==> src/hw/fpu_flags_pkg.sv <==
// package for the floating-point status and repeat-block bookkeeping block
// assumes a single core clock; shared by the design and its bench
package fpu_flags_pkg;
  localparam int STATUS_W = 32;
  localparam int LOOP_W = 32;
  localparam int PC_W = 22;
  localparam int NUM_FREGS = 8;
  // status word bit positions
  localparam int SB_SHADOW = 31;
  localparam int SB_RND = 9;
  localparam int SB_TF = 6;
  localparam int SB_ZI = 5;
  localparam int SB_NI = 4;
  localparam int SB_ZF = 3;
  localparam int SB_NF = 2;
  localparam int SB_LUF = 1;
  localparam int SB_LVF = 0;
  localparam logic [31:0] STATUS_WRITABLE = 32'h0000027F;
  // repeat word layout
  localparam int LB_SHADOW = 31;
  localparam int LB_ACTIVE = 30;
  localparam int LB_SIZE_LO = 23;
  localparam int LB_SIZE_W = 7;
  localparam int LB_END_LO = 16;
  localparam int LB_END_W = 7;
  localparam int LB_CNT_W = 16;
  localparam logic [31:0] STATUS_RESET = 32'h00000000;
  localparam logic [31:0] LOOP_RESET = 32'h00000000;
  // register port addresses
  localparam logic [3:0] ADDR_STATUS = 4'h0;
  localparam logic [3:0] ADDR_LOOP = 4'h1;
  localparam logic [3:0] ADDR_FREG0 = 4'h8;
  // flag-transfer select: one bit per status flag
  typedef struct packed {
    logic tf;
    logic zi;
    logic ni;
    logic zf;
    logic nf;
    logic latched_underflow_flag;
    logic latched_overflow_flag;
  } flag_sel_s;
  // core main status bits written by a flag transfer
  typedef struct packed {
    logic z;
    logic n;
    logic ov;
    logic tc;
    logic c;
  } core_flags_s;
  // arithmetic completion report
  typedef struct packed {
    logic valid;
    logic overflow;
    logic underflow;
  } math_event_s;
  typedef enum logic [2:0] {
    LOOP_IDLE = 3'b001,
    LOOP_RUN = 3'b010,
    LOOP_LAST = 3'b100
  } loop_state_e;
endpackage

==> src/hw/fpu_flags.sv <==
// floating-point status word, shadow copies and repeat-block loop tracking
// assumes the pipeline presents one retiring instruction per strobe, aligned
`timescale 1ns/1ps
`default_nettype none
module fpu_flags #(
  parameter int PCW = fpu_flags_pkg::PC_W
) (
  input wire logic clk,
  input wire logic rst_n,
  input wire logic move_strobe,
  input wire logic [2:0] move_reg,
  input wire logic [31:0] move_value,
  input wire logic cmp_strobe,
  input wire logic [31:0] cmp_result,
  input wire fpu_flags_pkg::math_event_s math_event,
  input wire logic transfer_strobe,
  input wire fpu_flags_pkg::flag_sel_s transfer_sel,
  output fpu_flags_pkg::core_flags_s core_flags,
  output logic core_flags_valid,
  input wire logic flag_set_strobe,
  input wire logic [31:0] flag_set_mask,
  input wire logic [31:0] flag_set_value,
  input wire logic test_strobe,
  input wire logic test_true,
  input wire logic save_strobe,
  input wire logic restore_strobe,
  input wire logic status_load_strobe,
  input wire logic [31:0] status_load_value,
  input wire logic repeat_strobe,
  input wire logic [PCW-1:0] repeat_pc,
  input wire logic [6:0] repeat_size,
  input wire logic [15:0] repeat_count,
  input wire logic [PCW-1:0] pc,
  input wire logic pc_valid,
  input wire logic interrupt_taken,
  output logic loop_back,
  output logic round_nearest_even_enable,
  output logic overflow_irq,
  output logic underflow_irq,
  input wire logic [3:0] addr,
  input wire logic [31:0] wdata,
  input wire logic write,
  input wire logic read,
  output logic [31:0] rdata
);
  import fpu_flags_pkg::*;

  logic [31:0] float_status_word;
  logic [31:0] status_shadow;
  logic [31:0] repeat_loop_word;
  logic [31:0] fregs [NUM_FREGS];
  logic [31:0] fregs_shadow [NUM_FREGS];
  loop_state_e loop_state;
  logic [15:0] loop_repeat_count;
  logic [6:0] loop_end_address;
  logic loop_active_bit;
  logic loop_shadow_bit;
  logic mv_zf, mv_nf, cp_zf, cp_nf;
  logic at_end;
  logic [31:0] next_status;

  // ==========================================================
  // float classification
  function automatic logic f_zero(input logic [31:0] v);
    return v[30:23] == 8'h00;
  endfunction
  function automatic logic f_neg(input logic [31:0] v);
    return v[31] && !f_zero(v);
  endfunction

  assign mv_zf = f_zero(move_value);
  assign mv_nf = f_neg(move_value);
  assign cp_zf = f_zero(cmp_result);
  assign cp_nf = f_neg(cmp_result);

  // ==========================================================
  // status word next value; later items take priority
  always_comb begin
    next_status = float_status_word;
    if (restore_strobe) begin
      next_status = {float_status_word[SB_SHADOW], status_shadow[30:0]};
    end
    if (status_load_strobe) begin
      next_status = {float_status_word[SB_SHADOW], status_load_value[30:0] & STATUS_WRITABLE[30:0]};
    end
    if (write && addr == ADDR_STATUS) begin
      next_status = {float_status_word[SB_SHADOW], wdata[30:0] & STATUS_WRITABLE[30:0]};
    end
    if (flag_set_strobe) begin
      next_status = (next_status & ~(flag_set_mask & STATUS_WRITABLE))
                  | (flag_set_value & flag_set_mask & STATUS_WRITABLE);
    end
    if (move_strobe) begin
      next_status[SB_ZF] = mv_zf;
      next_status[SB_NF] = mv_nf;
      next_status[SB_ZI] = (move_value == 32'h00000000);
      next_status[SB_NI] = move_value[31];
    end
    if (cmp_strobe) begin
      next_status[SB_ZF] = cp_zf;
      next_status[SB_NF] = cp_nf;
    end
    if (test_strobe) begin
      next_status[SB_TF] = test_true;
    end
    if (transfer_strobe && transfer_sel.latched_overflow_flag) begin
      next_status[SB_LVF] = 1'b0;
    end
    if (transfer_strobe && transfer_sel.latched_underflow_flag) begin
      next_status[SB_LUF] = 1'b0;
    end
    // set wins over clear
    if (math_event.valid && math_event.overflow) begin
      next_status[SB_LVF] = 1'b1;
    end
    if (math_event.valid && math_event.underflow) begin
      next_status[SB_LUF] = 1'b1;
    end
    if (save_strobe) begin
      next_status[SB_SHADOW] = 1'b1;
    end
  end

  always_ff @(posedge clk or negedge rst_n) begin
    if (!rst_n) begin
      float_status_word <= STATUS_RESET;
    end else begin
      float_status_word <= next_status;
    end
  end

  // ==========================================================
  // result registers and shadows
  generate
    for (genvar i = 0; i < NUM_FREGS; i++) begin : g_freg
      always_ff @(posedge clk or negedge rst_n) begin
        if (!rst_n) begin
          fregs[i] <= 32'h00000000;
          fregs_shadow[i] <= 32'h00000000;
        end else begin
          if (save_strobe) begin
            fregs_shadow[i] <= fregs[i];
          end
          if (move_strobe && move_reg == 3'(i)) begin
            fregs[i] <= move_value;
          end else if (restore_strobe) begin
            fregs[i] <= fregs_shadow[i];
          end
        end
      end
    end
  endgenerate

  always_ff @(posedge clk or negedge rst_n) begin
    if (!rst_n) begin
      status_shadow <= STATUS_RESET;
    end else if (save_strobe) begin
      status_shadow <= float_status_word;
    end
  end

  // ==========================================================
  // flag transfer to core main status
  always_ff @(posedge clk or negedge rst_n) begin
    if (!rst_n) begin
      core_flags <= '0;
      core_flags_valid <= 1'b0;
    end else begin
      core_flags_valid <= transfer_strobe;
      if (transfer_strobe) begin
        core_flags.z <= transfer_sel.zf ? float_status_word[SB_ZF] :
                        transfer_sel.zi ? float_status_word[SB_ZI] : 1'b0;
        core_flags.n <= transfer_sel.nf ? float_status_word[SB_NF] :
                        transfer_sel.ni ? float_status_word[SB_NI] : 1'b0;
        core_flags.ov <= transfer_sel.latched_overflow_flag && float_status_word[SB_LVF];
        core_flags.c <= transfer_sel.latched_underflow_flag && float_status_word[SB_LUF];
        core_flags.tc <= transfer_sel.tf && float_status_word[SB_TF];
      end
    end
  end

  // ==========================================================
  // mode and event outputs
  always_ff @(posedge clk or negedge rst_n) begin
    if (!rst_n) begin
      round_nearest_even_enable <= 1'b0;
      overflow_irq <= 1'b0;
      underflow_irq <= 1'b0;
    end else begin
      round_nearest_even_enable <= next_status[SB_RND];
      overflow_irq <= next_status[SB_LVF];
      underflow_irq <= next_status[SB_LUF];
    end
  end

  // ==========================================================
  // repeat block tracking; block size is trusted as given by software
  assign at_end = pc_valid && pc[6:0] == loop_end_address;

  always_ff @(posedge clk or negedge rst_n) begin
    if (!rst_n) begin
      loop_state <= LOOP_IDLE;
      loop_repeat_count <= 16'h0000;
      loop_end_address <= 7'h00;
      loop_active_bit <= 1'b0;
      loop_back <= 1'b0;
    end else begin
      loop_back <= 1'b0;
      if (repeat_strobe) begin
        loop_end_address <= 7'((repeat_pc[6:0]) + 7'h01 + repeat_size);
        loop_repeat_count <= repeat_count;
        loop_active_bit <= repeat_count != 16'h0000;
        loop_state <= (repeat_count != 16'h0000) ? LOOP_RUN : LOOP_LAST;
      end else begin
        unique case (loop_state)
          LOOP_IDLE: begin
          end
          LOOP_RUN: begin
            if (at_end) begin
              loop_back <= 1'b1;
              loop_repeat_count <= 16'(loop_repeat_count - 16'h0001);
              if (loop_repeat_count == 16'h0001) begin
                loop_active_bit <= 1'b0;
                loop_state <= LOOP_LAST;
              end
            end
          end
          LOOP_LAST: begin
            if (at_end) begin
              loop_state <= LOOP_IDLE;
            end
          end
          default: begin
            loop_state <= LOOP_IDLE;
          end
        endcase
      end
    end
  end

  always_ff @(posedge clk or negedge rst_n) begin
    if (!rst_n) begin
      loop_shadow_bit <= 1'b0;
      repeat_loop_word <= LOOP_RESET;
    end else begin
      if (interrupt_taken) begin
        loop_shadow_bit <= loop_active_bit;
      end
      repeat_loop_word <= {loop_shadow_bit, loop_active_bit, repeat_strobe ? repeat_size :
                           repeat_loop_word[29:23], loop_end_address, loop_repeat_count};
    end
  end

  // ==========================================================
  // register port; repeat word ignores writes
  always_ff @(posedge clk or negedge rst_n) begin
    if (!rst_n) begin
      rdata <= 32'h00000000;
    end else if (read) begin
      if (addr == ADDR_STATUS) begin
        rdata <= float_status_word;
      end else if (addr == ADDR_LOOP) begin
        rdata <= repeat_loop_word;
      end else if (addr[3]) begin
        rdata <= fregs[addr[2:0]];
      end else begin
        rdata <= 32'h00000000;
      end
    end else begin
      rdata <= 32'h00000000;
    end
  end

  // ==========================================================
  // checks
  AST_OVF_STICKY: assert property (@(posedge clk) disable iff (!rst_n)
    math_event.valid && math_event.overflow |=> float_status_word[SB_LVF])
    else $error("overflow not latched");
  AST_UNF_STICKY: assert property (@(posedge clk) disable iff (!rst_n)
    float_status_word[SB_LUF] && !transfer_strobe && !flag_set_strobe && !restore_strobe
    && !status_load_strobe && !write |=> float_status_word[SB_LUF])
    else $error("underflow dropped");
  AST_XFER_CLEAR: assert property (@(posedge clk) disable iff (!rst_n)
    transfer_strobe && transfer_sel.latched_overflow_flag && !(math_event.valid && math_event.overflow)
    |=> !float_status_word[SB_LVF])
    else $error("overflow not cleared by transfer");
  AST_XFER_COPY: assert property (@(posedge clk) disable iff (!rst_n)
    transfer_strobe && transfer_sel.zf |=> core_flags_valid && core_flags.z == $past(float_status_word[SB_ZF]))
    else $error("zero flag not transferred");
  AST_SAVE_SHADOW: assert property (@(posedge clk) disable iff (!rst_n)
    save_strobe |=> float_status_word[SB_SHADOW])
    else $error("shadow bit not set");
  AST_MOVE_ZERO: assert property (@(posedge clk) disable iff (!rst_n)
    move_strobe && !cmp_strobe && move_value == 32'h80000000 |=> float_status_word[SB_ZF]
    && !float_status_word[SB_NF])
    else $error("negative zero misclassified");
  AST_END_ADDR: assert property (@(posedge clk) disable iff (!rst_n)
    repeat_strobe |=> loop_end_address == 7'($past(repeat_pc[6:0]) + 7'h01 + $past(repeat_size)))
    else $error("end address wrong");
  AST_ZERO_COUNT: assert property (@(posedge clk) disable iff (!rst_n)
    repeat_strobe && repeat_count == 16'h0000 |=> !loop_active_bit && loop_state == LOOP_LAST)
    else $error("zero count went active");
  AST_TEST_FLAG: assert property (@(posedge clk) disable iff (!rst_n)
    test_strobe && test_true |=> float_status_word[SB_TF])
    else $error("test flag not set");
  COV_LOOP_DONE: cover property (@(posedge clk) disable iff (!rst_n)
    loop_state == LOOP_RUN ##[1:200] loop_state == LOOP_IDLE);
  COV_XFER_OVF: cover property (@(posedge clk) disable iff (!rst_n)
    float_status_word[SB_LVF] && transfer_strobe && transfer_sel.latched_overflow_flag);
  COV_SAVE_RESTORE: cover property (@(posedge clk) disable iff (!rst_n)
    save_strobe ##[1:20] restore_strobe);
  COV_LOOP_INT: cover property (@(posedge clk) disable iff (!rst_n)
    interrupt_taken && loop_active_bit);
  AST_MOVE_FLAGS: assert property (@(posedge clk) disable iff (!rst_n)
    move_strobe && !cmp_strobe |=> float_status_word[SB_ZF] == $past(mv_zf)
    && float_status_word[SB_NF] == $past(mv_nf))
    else $error("move did not update float flags");
  AST_CMP_FLAGS: assert property (@(posedge clk) disable iff (!rst_n)
    cmp_strobe |=> float_status_word[SB_ZF] == $past(cp_zf) && float_status_word[SB_NF] == $past(cp_nf))
    else $error("compare did not update float flags");
  AST_MOVE_INT: assert property (@(posedge clk) disable iff (!rst_n)
    move_strobe |=> float_status_word[SB_ZI] == ($past(move_value) == 32'h00000000)
    && float_status_word[SB_NI] == $past(move_value[31]))
    else $error("integer flags not updated by move");
  AST_ROUND_MODE: assert property (@(posedge clk) disable iff (!rst_n)
    round_nearest_even_enable == float_status_word[SB_RND])
    else $error("rounding mode output disagrees with status");
  AST_IRQ_ROUTE: assert property (@(posedge clk) disable iff (!rst_n)
    overflow_irq == float_status_word[SB_LVF] && underflow_irq == float_status_word[SB_LUF])
    else $error("latched flags not routed out");
  AST_LOOP_WORD: assert property (@(posedge clk) disable iff (!rst_n)
    repeat_loop_word[LB_ACTIVE] == $past(loop_active_bit)
    && repeat_loop_word[LB_SHADOW] == $past(loop_shadow_bit))
    else $error("repeat word active bits wrong");
  AST_LOOP_SHADOW: assert property (@(posedge clk) disable iff (!rst_n)
    interrupt_taken |=> loop_shadow_bit == $past(loop_active_bit))
    else $error("loop shadow not captured");
  AST_LOOP_START: assert property (@(posedge clk) disable iff (!rst_n)
    repeat_strobe && repeat_count != 16'h0000 |=> loop_active_bit && loop_state == LOOP_RUN
    && loop_repeat_count == $past(repeat_count))
    else $error("repeat did not start active");
  AST_LOOP_DEC: assert property (@(posedge clk) disable iff (!rst_n)
    !repeat_strobe && loop_state == LOOP_RUN && at_end |=> loop_back
    && loop_repeat_count == 16'($past(loop_repeat_count) - 16'h0001))
    else $error("repeat count not decremented at block end");
  AST_RESTORE_STATUS: assert property (@(posedge clk) disable iff (!rst_n)
    restore_strobe && !status_load_strobe && !write && !flag_set_strobe && !move_strobe && !cmp_strobe
    && !test_strobe && !transfer_strobe && !math_event.valid && !save_strobe
    |=> float_status_word[30:0] == $past(status_shadow[30:0]))
    else $error("status not restored from shadow");
endmodule
`default_nettype wire

==> config.mk <==
export PLATFORM = sky130hd
export DESIGN_NAME = fpu_flags
export DESIGN_NICKNAME = d
export VERILOG_FILES = /design/src/hw/fpu_flags_pkg.sv /design/src/hw/fpu_flags.sv
export SDC_FILE = /design/constraint.sdc
export NUM_CORES = 1
export LEC_CHECK = 0
export ABC_AREA = 1
export BUFFER_PORTS_ARGS = -buffer_cell sky130_fd_sc_hd__buf_2
export CORE_MARGIN = 2
export CORE_UTILIZATION = 40
export CTS_BUF_LIST = sky130_fd_sc_hd__clkbuf_4 sky130_fd_sc_hd__clkbuf_8
export CTS_CLUSTER_SIZE = 14
export DETAILED_ROUTE_END_ITERATION = 7
export PLACE_DENSITY_LB_ADDON = 0.15
export SYNTH_ARGS = -nofsm -noshare
export SYNTH_HDL_FRONTEND = slang
export SYNTH_SLANG_ARGS = --single-unit
==> constraint.sdc <==
create_clock -name clk -period 2 [get_ports clk]
set_clock_uncertainty 0.15 [all_clocks]
set_input_delay 0.5 -clock clk [delete_from_list [all_inputs] [get_ports clk]]
set_output_delay 0.5 -clock clk [all_outputs]
set_load 0.005 [all_outputs]
==> reports/summary.txt, run 1 <==
RUN STATUS
-----------------------------------------------------------------------------------------------------
Outcome                                                                                  finished, violations left
Failing checks                                                                           negative setup slack

STA
-----------------------------------------------------------------------------------------------------
Transition time of the tightest slew-check pin                                               0.506 ns
Fin. max-slew vios                                                                                  0
Share of the clock period used by the worst path after layout                                    100%
Endpoints failing hold                                                                              0
Slew margin rel.                                                                                66.3%
Total Negative Setup Slacks                                                               -0.00253 ns
Final setup violation count                                                                         1
RSZ-0062 raised after global routing                                                             true
Fmax                                                                                        0.499 GHz
Least setup slack across all paths after layout                                           -0.00253 ns
Time the final worst path needs with I/O delays and setup                                     2.00 ns

GRT
-----------------------------------------------------------------------------------------------------
Largest net degree at the start of global routing                                                  88
Final global-route overflow total                                                                   0
Global-route wire length before repair                                                      154000 um
Most Used Layer, Global Route                                                                    met2
Grt met2 use                                                                                    39.8%
Met1 Resource Use GR                                                                            35.3%
Initial antenna violation count                                                                     1
Overall fraction of global-route tracks in use                                                  24.9%
Met3 Usage GRT                                                                                  3.23%
Vias in the first global route                                                                  25900

SYNTH
-----------------------------------------------------------------------------------------------------
Multiplexer share of the synthesized area                                                          0%
Synth Area in Compound Gates                                                                    13.9%
Combinational family with the most area after synthesis                                  simple AND/OR/NAND/NOR gates
Number of enable flip-flop cells after synthesis                                                    0
Simple-gate share of the synthesized area                                                       24.0%
Dominant cell by count in the synthesized netlist                                             nand2_1
Async set-or-reset flop fraction in the synthesized netlist                                      100%
Synthesized netlist net count                                                                    3860
Synthesized-area fraction occupied by xor and xnor cells                                       0.142%
Part of the Yosys area used for sequential elements                                             54.7%
Dominant register cell in the synthesized netlist                                             dfrtp_1
Synth top cells by count                                                                 982 x nand2_1, 673 x dfrtp_1, 570 x nand3_1
Top post-synthesis cells by area                                                         dfrtp_1 55%, nand2_1 12%, nand3_1 9.3%, o211ai_1 4.5%, o21ai_0 3.2%
Syn Area/Cell                                                                                8.66 um2
Yosys warning total                                                                                 0
Unique cell type count in the Yosys netlist                                                        42
Library cell with the largest summed area after synthesis                                     dfrtp_1
Number of flip-flops and latches in the synthesized netlist                                       674
Post-synthesis share of cell area spent on full adders, half adders and majority gates         0.390%
Synthesized instance count                                                                       3559
Combined area of all synthesized cells                                                      30800 um2
Share of Yosys cell area claimed by the top area cell type                                      54.6%

CLOCK TREE
-----------------------------------------------------------------------------------------------------
Maximum root-to-sink buffer count                                                                   3
# clock sinks                                                                                     674
CTS clk-pin slew, worst paths                                                                 0.06 ns
Clock latency of the later-clocked register in the worst-skew pair                            0.73 ns
Library cell used as clock root buffer                                                       clkbuf_8
CTS tree                                                                                         done
Number of buffers created by CTS                                                                  114
Depth of the CTS H-tree                                                                             3

CRITICAL PATH
-----------------------------------------------------------------------------------------------------
Crit path DAT                                                                                 2.46 ns
Data required time of the critical path                                                       2.46 ns
Worst flop-to-flop path endpoint                                                         core_flags[1]$_DFFE_PN0P_
R2R Path Start                                                                           float_status_word[6]$_DFF_PN0_
WS Path Type                                                                             input pin to register
Critical Path Sink Type                                                                      register
Reg-to-reg setup timing slack                                                                 0.05 ns
Depth of the worst register-to-register path                                                        4
Critical path startpoint category                                                           input pin
Top fanout value on the critical path                                                              11

DIE
-----------------------------------------------------------------------------------------------------
Floorplan row count                                                                               101
Placeable core region                                                                       76100 um2
IO Pins                                                                                           334
Die Height                                                                                     282 um
Die Footprint                                                                               79300 um2
Initial cell density of the core                                                                40.5%
Overall die width                                                                              282 um

DRT
-----------------------------------------------------------------------------------------------------
Count of vias placed by the detailed router                                                     26800
Drt via density                                                                                  5.39
Pre-Repair DR Iteration Count                                                                       6
WL final                                                                                     97900 um
Detailed-route wire length per cell                                                           19.7 um
DRC viols                                                                                           0
Starting DRT DRC Count                                                                           2061
Detail Route Antenna Nets                                                                           0

PLACEMENT
-----------------------------------------------------------------------------------------------------
Pre-CTS setup slack                                                                         -0.161 ns
Half-perimeter wire length after placement                                                   63100 um
Number of buffers inserted by port buffering                                                      184
RD Place Congestion                                                                             0.854

WORST HOLD PATH
-----------------------------------------------------------------------------------------------------
Worst hold start                                                                                 read
Min-Delay Path Depth                                                                                3
Classification of the worst-slack hold path                                              input pin to register
Worst Hold Path EP                                                                       rdata[2]$_DFF_PN0_

PWR
-----------------------------------------------------------------------------------------------------
Switching power as a share of total power                                                       28.6%
Share of power burned in registers                                                              47.2%
Total net switching power                                                                     10.3 mW
Logic gate share of total power                                                                 15.2%
Part of the power in the clock network                                                          37.6%
Peak ir drop on the vdd network                                                              0.632 mV
Total power density per cell area                                                          963 nW/um2
Internal power                                                                                25.9 mW
Leakage power total                                                                           17.7 nW

LAYOUT
-----------------------------------------------------------------------------------------------------
Layout Area Growth over Synthesis                                                               22.0%
Filler cell count in the final layout                                                            7248
Layout Nets                                                                                      4155
Combined area of the multi-input logic cells                                                11900 um2
FF/Latch Area                                                                               16900 um2
Share of post-route cells with drive strength above 1                                           16.5%
Fraction of the core area covered by cells at the end of the flow                               49.4%

FLOW RUN
-----------------------------------------------------------------------------------------------------
Number of violations of the max-capacitance limit                                                   0

## logic make-up after synthesis
group	Yosys count
simple gates	1706
compound gates	680
flops	674
buf+inv	485
fa+ha+maj	9
xor+xnor	5
## layout by cell type (no fill, tap or decap), drive strengths merged, types with 2 or more instances in the layout
cell	instances
a21oi	157
bufinv	4
nor3	6
inv	184
o211ai	185
o21bai	2
clkinv	43
o21ai	218
nor2	80
dfrtp	673
buf	391
a31oi	5
clkbuf	184
dlygate4sd3	60
or2	5
nand2	989
ha	8
o221ai	82
xor2	4
nand3	570
nand4	52
o31ai	24
nand3b	3
o22ai	3
## worst max-delay path by stage
| stage | from | slack (ns) | endpoint | cells after the start |
|---|---|---|---|---|
| after detailed placement | addr[1] | -0.16 | rdata[4]$_DFF_PN0_ | 8 |
| after global placement | addr[1] | -0.13 | rdata[4]$_DFF_PN0_ | 8 |
| after global routing | float_status_word[6]$_DFF_PN0_ | -0.01 | core_flags[1]$_DFFE_PN0P_ | 4 |
| after CTS | rdata[19]$_DFF_PN0_ | 0.005 | rdata[19] | 1 |
| after floorplan | repeat_size[0] | 0.12 | loop_end_address[4]$_DFFE_PN0P_ | 9 |
| final | transfer_strobe | -0.003 | core_flags[1]$_DFFE_PN0P_ | 6 |
## final cells by class
cell class	count	share of cell area, %
diodes	1	0.00665
multi-input cells	2400	31.7
flip-flops and latches	674	44.9
clock inverters	20	0.596
clock buffers	183	6.18
well taps	1030	3.43
repair buffers	452	11.1
inverters	212	2.16
## power by group through the flow
stage	Combinational, mW	Clock (mW)	Sequential [mW]
after floorplan	3.41	0	16.9
final	5.49	13.6	17.1
after detailed placement	5.40	0	17.3
after global routing	6.25	14.5	17.3
after global placement	5.29	0	17.3
after CTS	5.55	13.9	17.1
## sequential cells by signal, summed over array words and instances (netlist names)
| name | cells |
|---|---|
| loop_shadow_bit | 1 |
| repeat_loop_word | 32 |
| status_shadow | 31 |
| fregs_shadow | 256 |
| core_flags_valid | 1 |
| loop_repeat_count | 16 |
| rdata | 32 |
| loop_active_bit | 1 |
| core_flags | 5 |
| loop_state | 3 |
| float_status_word | 32 |
| fregs | 256 |
| loop_back | 1 |
| loop_end_address | 7 |
## critical path, cell delays in order
cell,delay [ns]
dlygate4sd3_1,0.55
buf_4,0.18
nand3_1,0.08
dlygate4sd3_1,0.53
o21ai_0,0.07
dlygate4sd3_1,0.55
## metrics by stage
step	power (mW)	cells	hold WS [ns]	cell area [um2]
floorplan	20.3	3559	0.0544	30800
global placement	22.6	4704	0.212	34400
detailed placement	22.7	4704	0.230	34400
CTS	36.5	4971	0.0000687	37600
global route	38.1	4972	0.0442	37600
finish	36.2	4972	0.0570	37600
## timing repair
action / in CTS / in global routing
setup buffers: 3 / 1
resized for setup: 2 / 4
setup endpoints to repair: 3 / 5
hold endpoints to repair: 551 / 0
pin swaps: 0 / 2
hold buffers: 61 / 0
## routing by layer
layer	vias up	wire [um]	share of wire (%)
met5	-	0	0
met4	0	2530	2.6
met3	140	4500	4.6
met2	720	46200	47
met1	13200	44700	46
li1	12700	-	-
No activity file was read; power rests on OpenSTA's default activity.
==> inputs of run 2 (changes only) <==
Settings changed: CTS_BUF_LIST sky130_fd_sc_hd__clkbuf_4 sky130_fd_sc_hd__clkbuf_8 to sky130_fd_sc_hd__clkbuf_4 sky130_fd_sc_hd__clkbuf_8 sky130_fd_sc_hd__clkbuf_16.
==> run 2 against run 1 <==
- the run now ends clean
- global-route usage is 0.14 points lower
- sequential share of layout area is 0.38 points higher
- register-to-register slack better by 0.21 ns
- hold slack worse by 0.056 ns
- non-clock buffer count is 40 lower
- cell area is 0.87% lower
- largest cell class unchanged
- largest power group unchanged
- highest routed layer unchanged
==> reports/summary.txt, run 2 (synthesis results as in run 1) <==
RUN STATUS
---------------------------------------------------------------------------------
Outcome                                                                 completed

GRT
---------------------------------------------------------------------------------
Final global-route overflow total                                               0   unchanged
Largest net degree at the start of global routing                              88   unchanged
Vias in the first global route                                              25500   -1.7%
Initial antenna violation count                                                 0   -1
Global-route wire length before repair                                  152000 um   -0.91%
Overall fraction of global-route tracks in use                              24.8%   -0.14 points

STA
---------------------------------------------------------------------------------
Fmax                                                                    0.526 GHz   +5.3%
RSZ-0062 raised after global routing                                        false
Share of the clock period used by the worst path after layout               95.1%   -5.1 points
Transition time of the tightest slew-check pin                           0.494 ns   -0.0111 ns
Fin. max-slew vios                                                              0   unchanged
Total Negative Setup Slacks                                                  0 ns   +0.00253 ns
Slew margin rel.                                                            67.0%   +0.74 points
Time the final worst path needs with I/O delays and setup                 1.90 ns   -0.101 ns
Final setup violation count                                                     0   -1
Endpoints failing hold                                                          0   unchanged

CRITICAL PATH
---------------------------------------------------------------------------------
R2R Path Start                                                       loop_repeat_count[2]$_DFFE_PN0P_
Critical-path cell list                                              dlygate4sd3_1, buf_2, ha_1, a21oi_1, or2_2, nand3_1, nand2_1, nand3_1, o21ai_0
Data required time of the critical path                                   2.34 ns   -0.12 ns
Critical path startpoint category                                       input pin
Cell family with the largest share of critical-path delay            buffers and inverters
Reg-to-reg setup timing slack                                             0.26 ns   +0.21 ns
Worst flop-to-flop path endpoint                                     loop_repeat_count[14]$_DFFE_PN0P_
Start point of the critical path                                     repeat_size[3]
Largest stage delay on the critical path                                  0.55 ns   about the same
Cell with the largest stage delay on the worst path                  dlygate4sd3_1
Top fanout value on the critical path                                           5   -6
Critical Path Sink Type                                                  register
Crit path DAT                                                             2.24 ns   -0.22 ns
WS Path Type                                                         input pin to register
Most common cell on crit path                                             nand3_1
Depth of the worst register-to-register path                                   10   +6
Buffering stage count on the worst path with inverters included                 2   -2

WORST HOLD PATH
---------------------------------------------------------------------------------
Classification of the worst-slack hold path                          input pin to register
Worst hold start                                                     flag_set_value[1]
Min-Delay Path Depth                                                            3   unchanged
Worst Hold Path EP                                                   float_status_word[1]$_DFF_PN0_

DIE
---------------------------------------------------------------------------------
Die Footprint                                                           79300 um2   unchanged
Initial cell density of the core                                            40.5%   unchanged
Die Height                                                                 282 um   unchanged
Placeable core region                                                   76100 um2   unchanged
Overall die width                                                          282 um   unchanged
Floorplan row count                                                           101   unchanged
IO Pins                                                                       334   unchanged

CLOCK TREE
---------------------------------------------------------------------------------
CTS tree                                                                     done
Depth of the CTS H-tree                                                         3   unchanged
Number of buffers created by CTS                                               74   -35%
Maximum root-to-sink buffer count                                               3   unchanged
Setup Buffers After CTS                                                         0   -3
Clock latency of the later-clocked register in the worst-skew pair        0.61 ns   -0.12 ns
# clock sinks                                                                 674   unchanged
CTS clk-pin slew, worst paths                                             0.06 ns   about the same
Library cell used as clock root buffer                                  clkbuf_16

PLACEMENT
---------------------------------------------------------------------------------
RD Place Congestion                                                         0.854   unchanged
Half-perimeter wire length after placement                               63100 um   unchanged
Area after DPL                                                          34400 um2   unchanged
Placed Cells                                                                 4704   unchanged
Number of buffers inserted by port buffering                                  184   unchanged

LAYOUT
---------------------------------------------------------------------------------
Share of post-route cells with drive strength above 1                       14.9%   -1.6 points
Filler cell count in the final layout                                        7208   -0.55%
Top flop regs                                                        fregs: 256 flops, fregs_shadow: 256 flops
Antenna fix cells                                                               0   -1
Commonest cells after routing, fill and taps aside                   975 x nand2_1, 673 x dfrtp_1, 570 x nand3_1, 198 x o21ai_0, 185 x o211ai_1
Count of non-filler cells in the finished layout                             4858   -2.3%
Commonest non-fill, non-tap cell in the layout                            nand2_1
Layout Area Growth over Synthesis                                           20.9%
Fraction of the core area covered by cells at the end of the flow           49.0%   -0.43 points
Design Area, Final                                                      37300 um2   -0.87%
Layout Nets                                                                  4075   -1.9%

DRT
---------------------------------------------------------------------------------
Count of vias placed by the detailed router                                 26300   -1.8%
Detail Route Antenna Nets                                                       0   unchanged
Starting DRT DRC Count                                                       2241   +8.7%
Detailed-route wire length per cell                                       20.0 um   +1.4%
Drt via density                                                              5.42   +0.47%
DRC viols                                                                       0   unchanged
WL final                                                                 97000 um   -0.92%
Pre-Repair DR Iteration Count                                                   6   unchanged

FLOW RUN
---------------------------------------------------------------------------------
Number of violations of the max-capacitance limit                               0   unchanged

PWR
---------------------------------------------------------------------------------
Total power density per cell area                                      996 nW/um2   +3.5%
Leakage power total                                                       17.5 nW   -1.2%
Total power of the final layout                                           37.1 mW   +2.6%
Peak ir drop on the vdd network                                          0.737 mV   +17%

[run 2: changes by cell type in the layout (fill, tap and decap cells not counted), sizes merged]
cell / delta
clkbuf: -70
bufinv: +3
clkinv: -4
diode: -1
inv: -1
dlygate4sd3: -36
buf: -4
clkinvlp: -1
[run 2: per-stage QoR]
stage,worst slack [ns],hold WS [ns]
2_1_floorplan,0.119,0.0544
3_3_place_gp,-0.135,0.212
3_5_place_dp,-0.161,0.230
4_1_cts,0.0553,0.00753
5_1_grt,0.00475,0.00873
6_report,0.0987,0.00124
[run 2: what timing repair did]
action	in CTS	in global routing
endpoints found under the hold margin	344	0
hold buffers	26	0
gates resized for setup	0	1
setup endpoints to repair	0	2
[run 2: layer usage]
| metal | share of wire, % | GRT usage (%) | wire length, um |
|---|---|---|---|
| met1 | 45 | 35.2 | 44100 |
| met2 | 47 | 39.7 | 45600 |
| met3 | 4.7 | 2.96 | 4550 |
| met4 | 2.9 | 7.57 | 2780 |
| met5 | 0 | 0 | 0 |
[run 2: worst max-delay path by stage]
stage / end / slack [ns] / depth (start not counted)
after global routing: loop_end_address[6]$_DFFE_PN0P_ / 0.005 / 9
after detailed placement: rdata[4]$_DFF_PN0_ / -0.16 / 8
after CTS: float_status_word[1]$_DFF_PN0_ / 0.06 / 6
after floorplan: loop_end_address[4]$_DFFE_PN0P_ / 0.12 / 9
after global placement: rdata[4]$_DFF_PN0_ / -0.13 / 8
final: loop_end_address[6]$_DFFE_PN0P_ / 0.1 / 9
[run 2: worst reg2reg max path: stages, from the launching register on]
cell and delay, ns:
dfrtp_1 0.48, nor2_2 0.22, nand2_1 0.15, nor2_2 0.24, nand2_1 0.09, nand2_1 0.06
nand2_1 0.04, nand2_1 0.05, nand2_1 0.04, nand2_1 0.05, nand2_1 0.04
[run 2: cell type report]
cell class	instances	area [um2]	area share [%]
clock buffer	113	2360	6.32
clock inverter	17	264	0.708
inverter	212	813	2.18
multi-input combinational	2400	11900	31.9
sequential	674	16900	45.2
tap	1030	1290	3.46
timing repair buffer	412	3790	10.2
[run 2: where the power goes]
part | total, mW | switching, mW | internal (mW)
Clock | 14.6 | 5.64 | 9.01
Sequential | 17.1 | 1.34 | 15.8
Combinational | 5.40 | 3.21 | 2.19
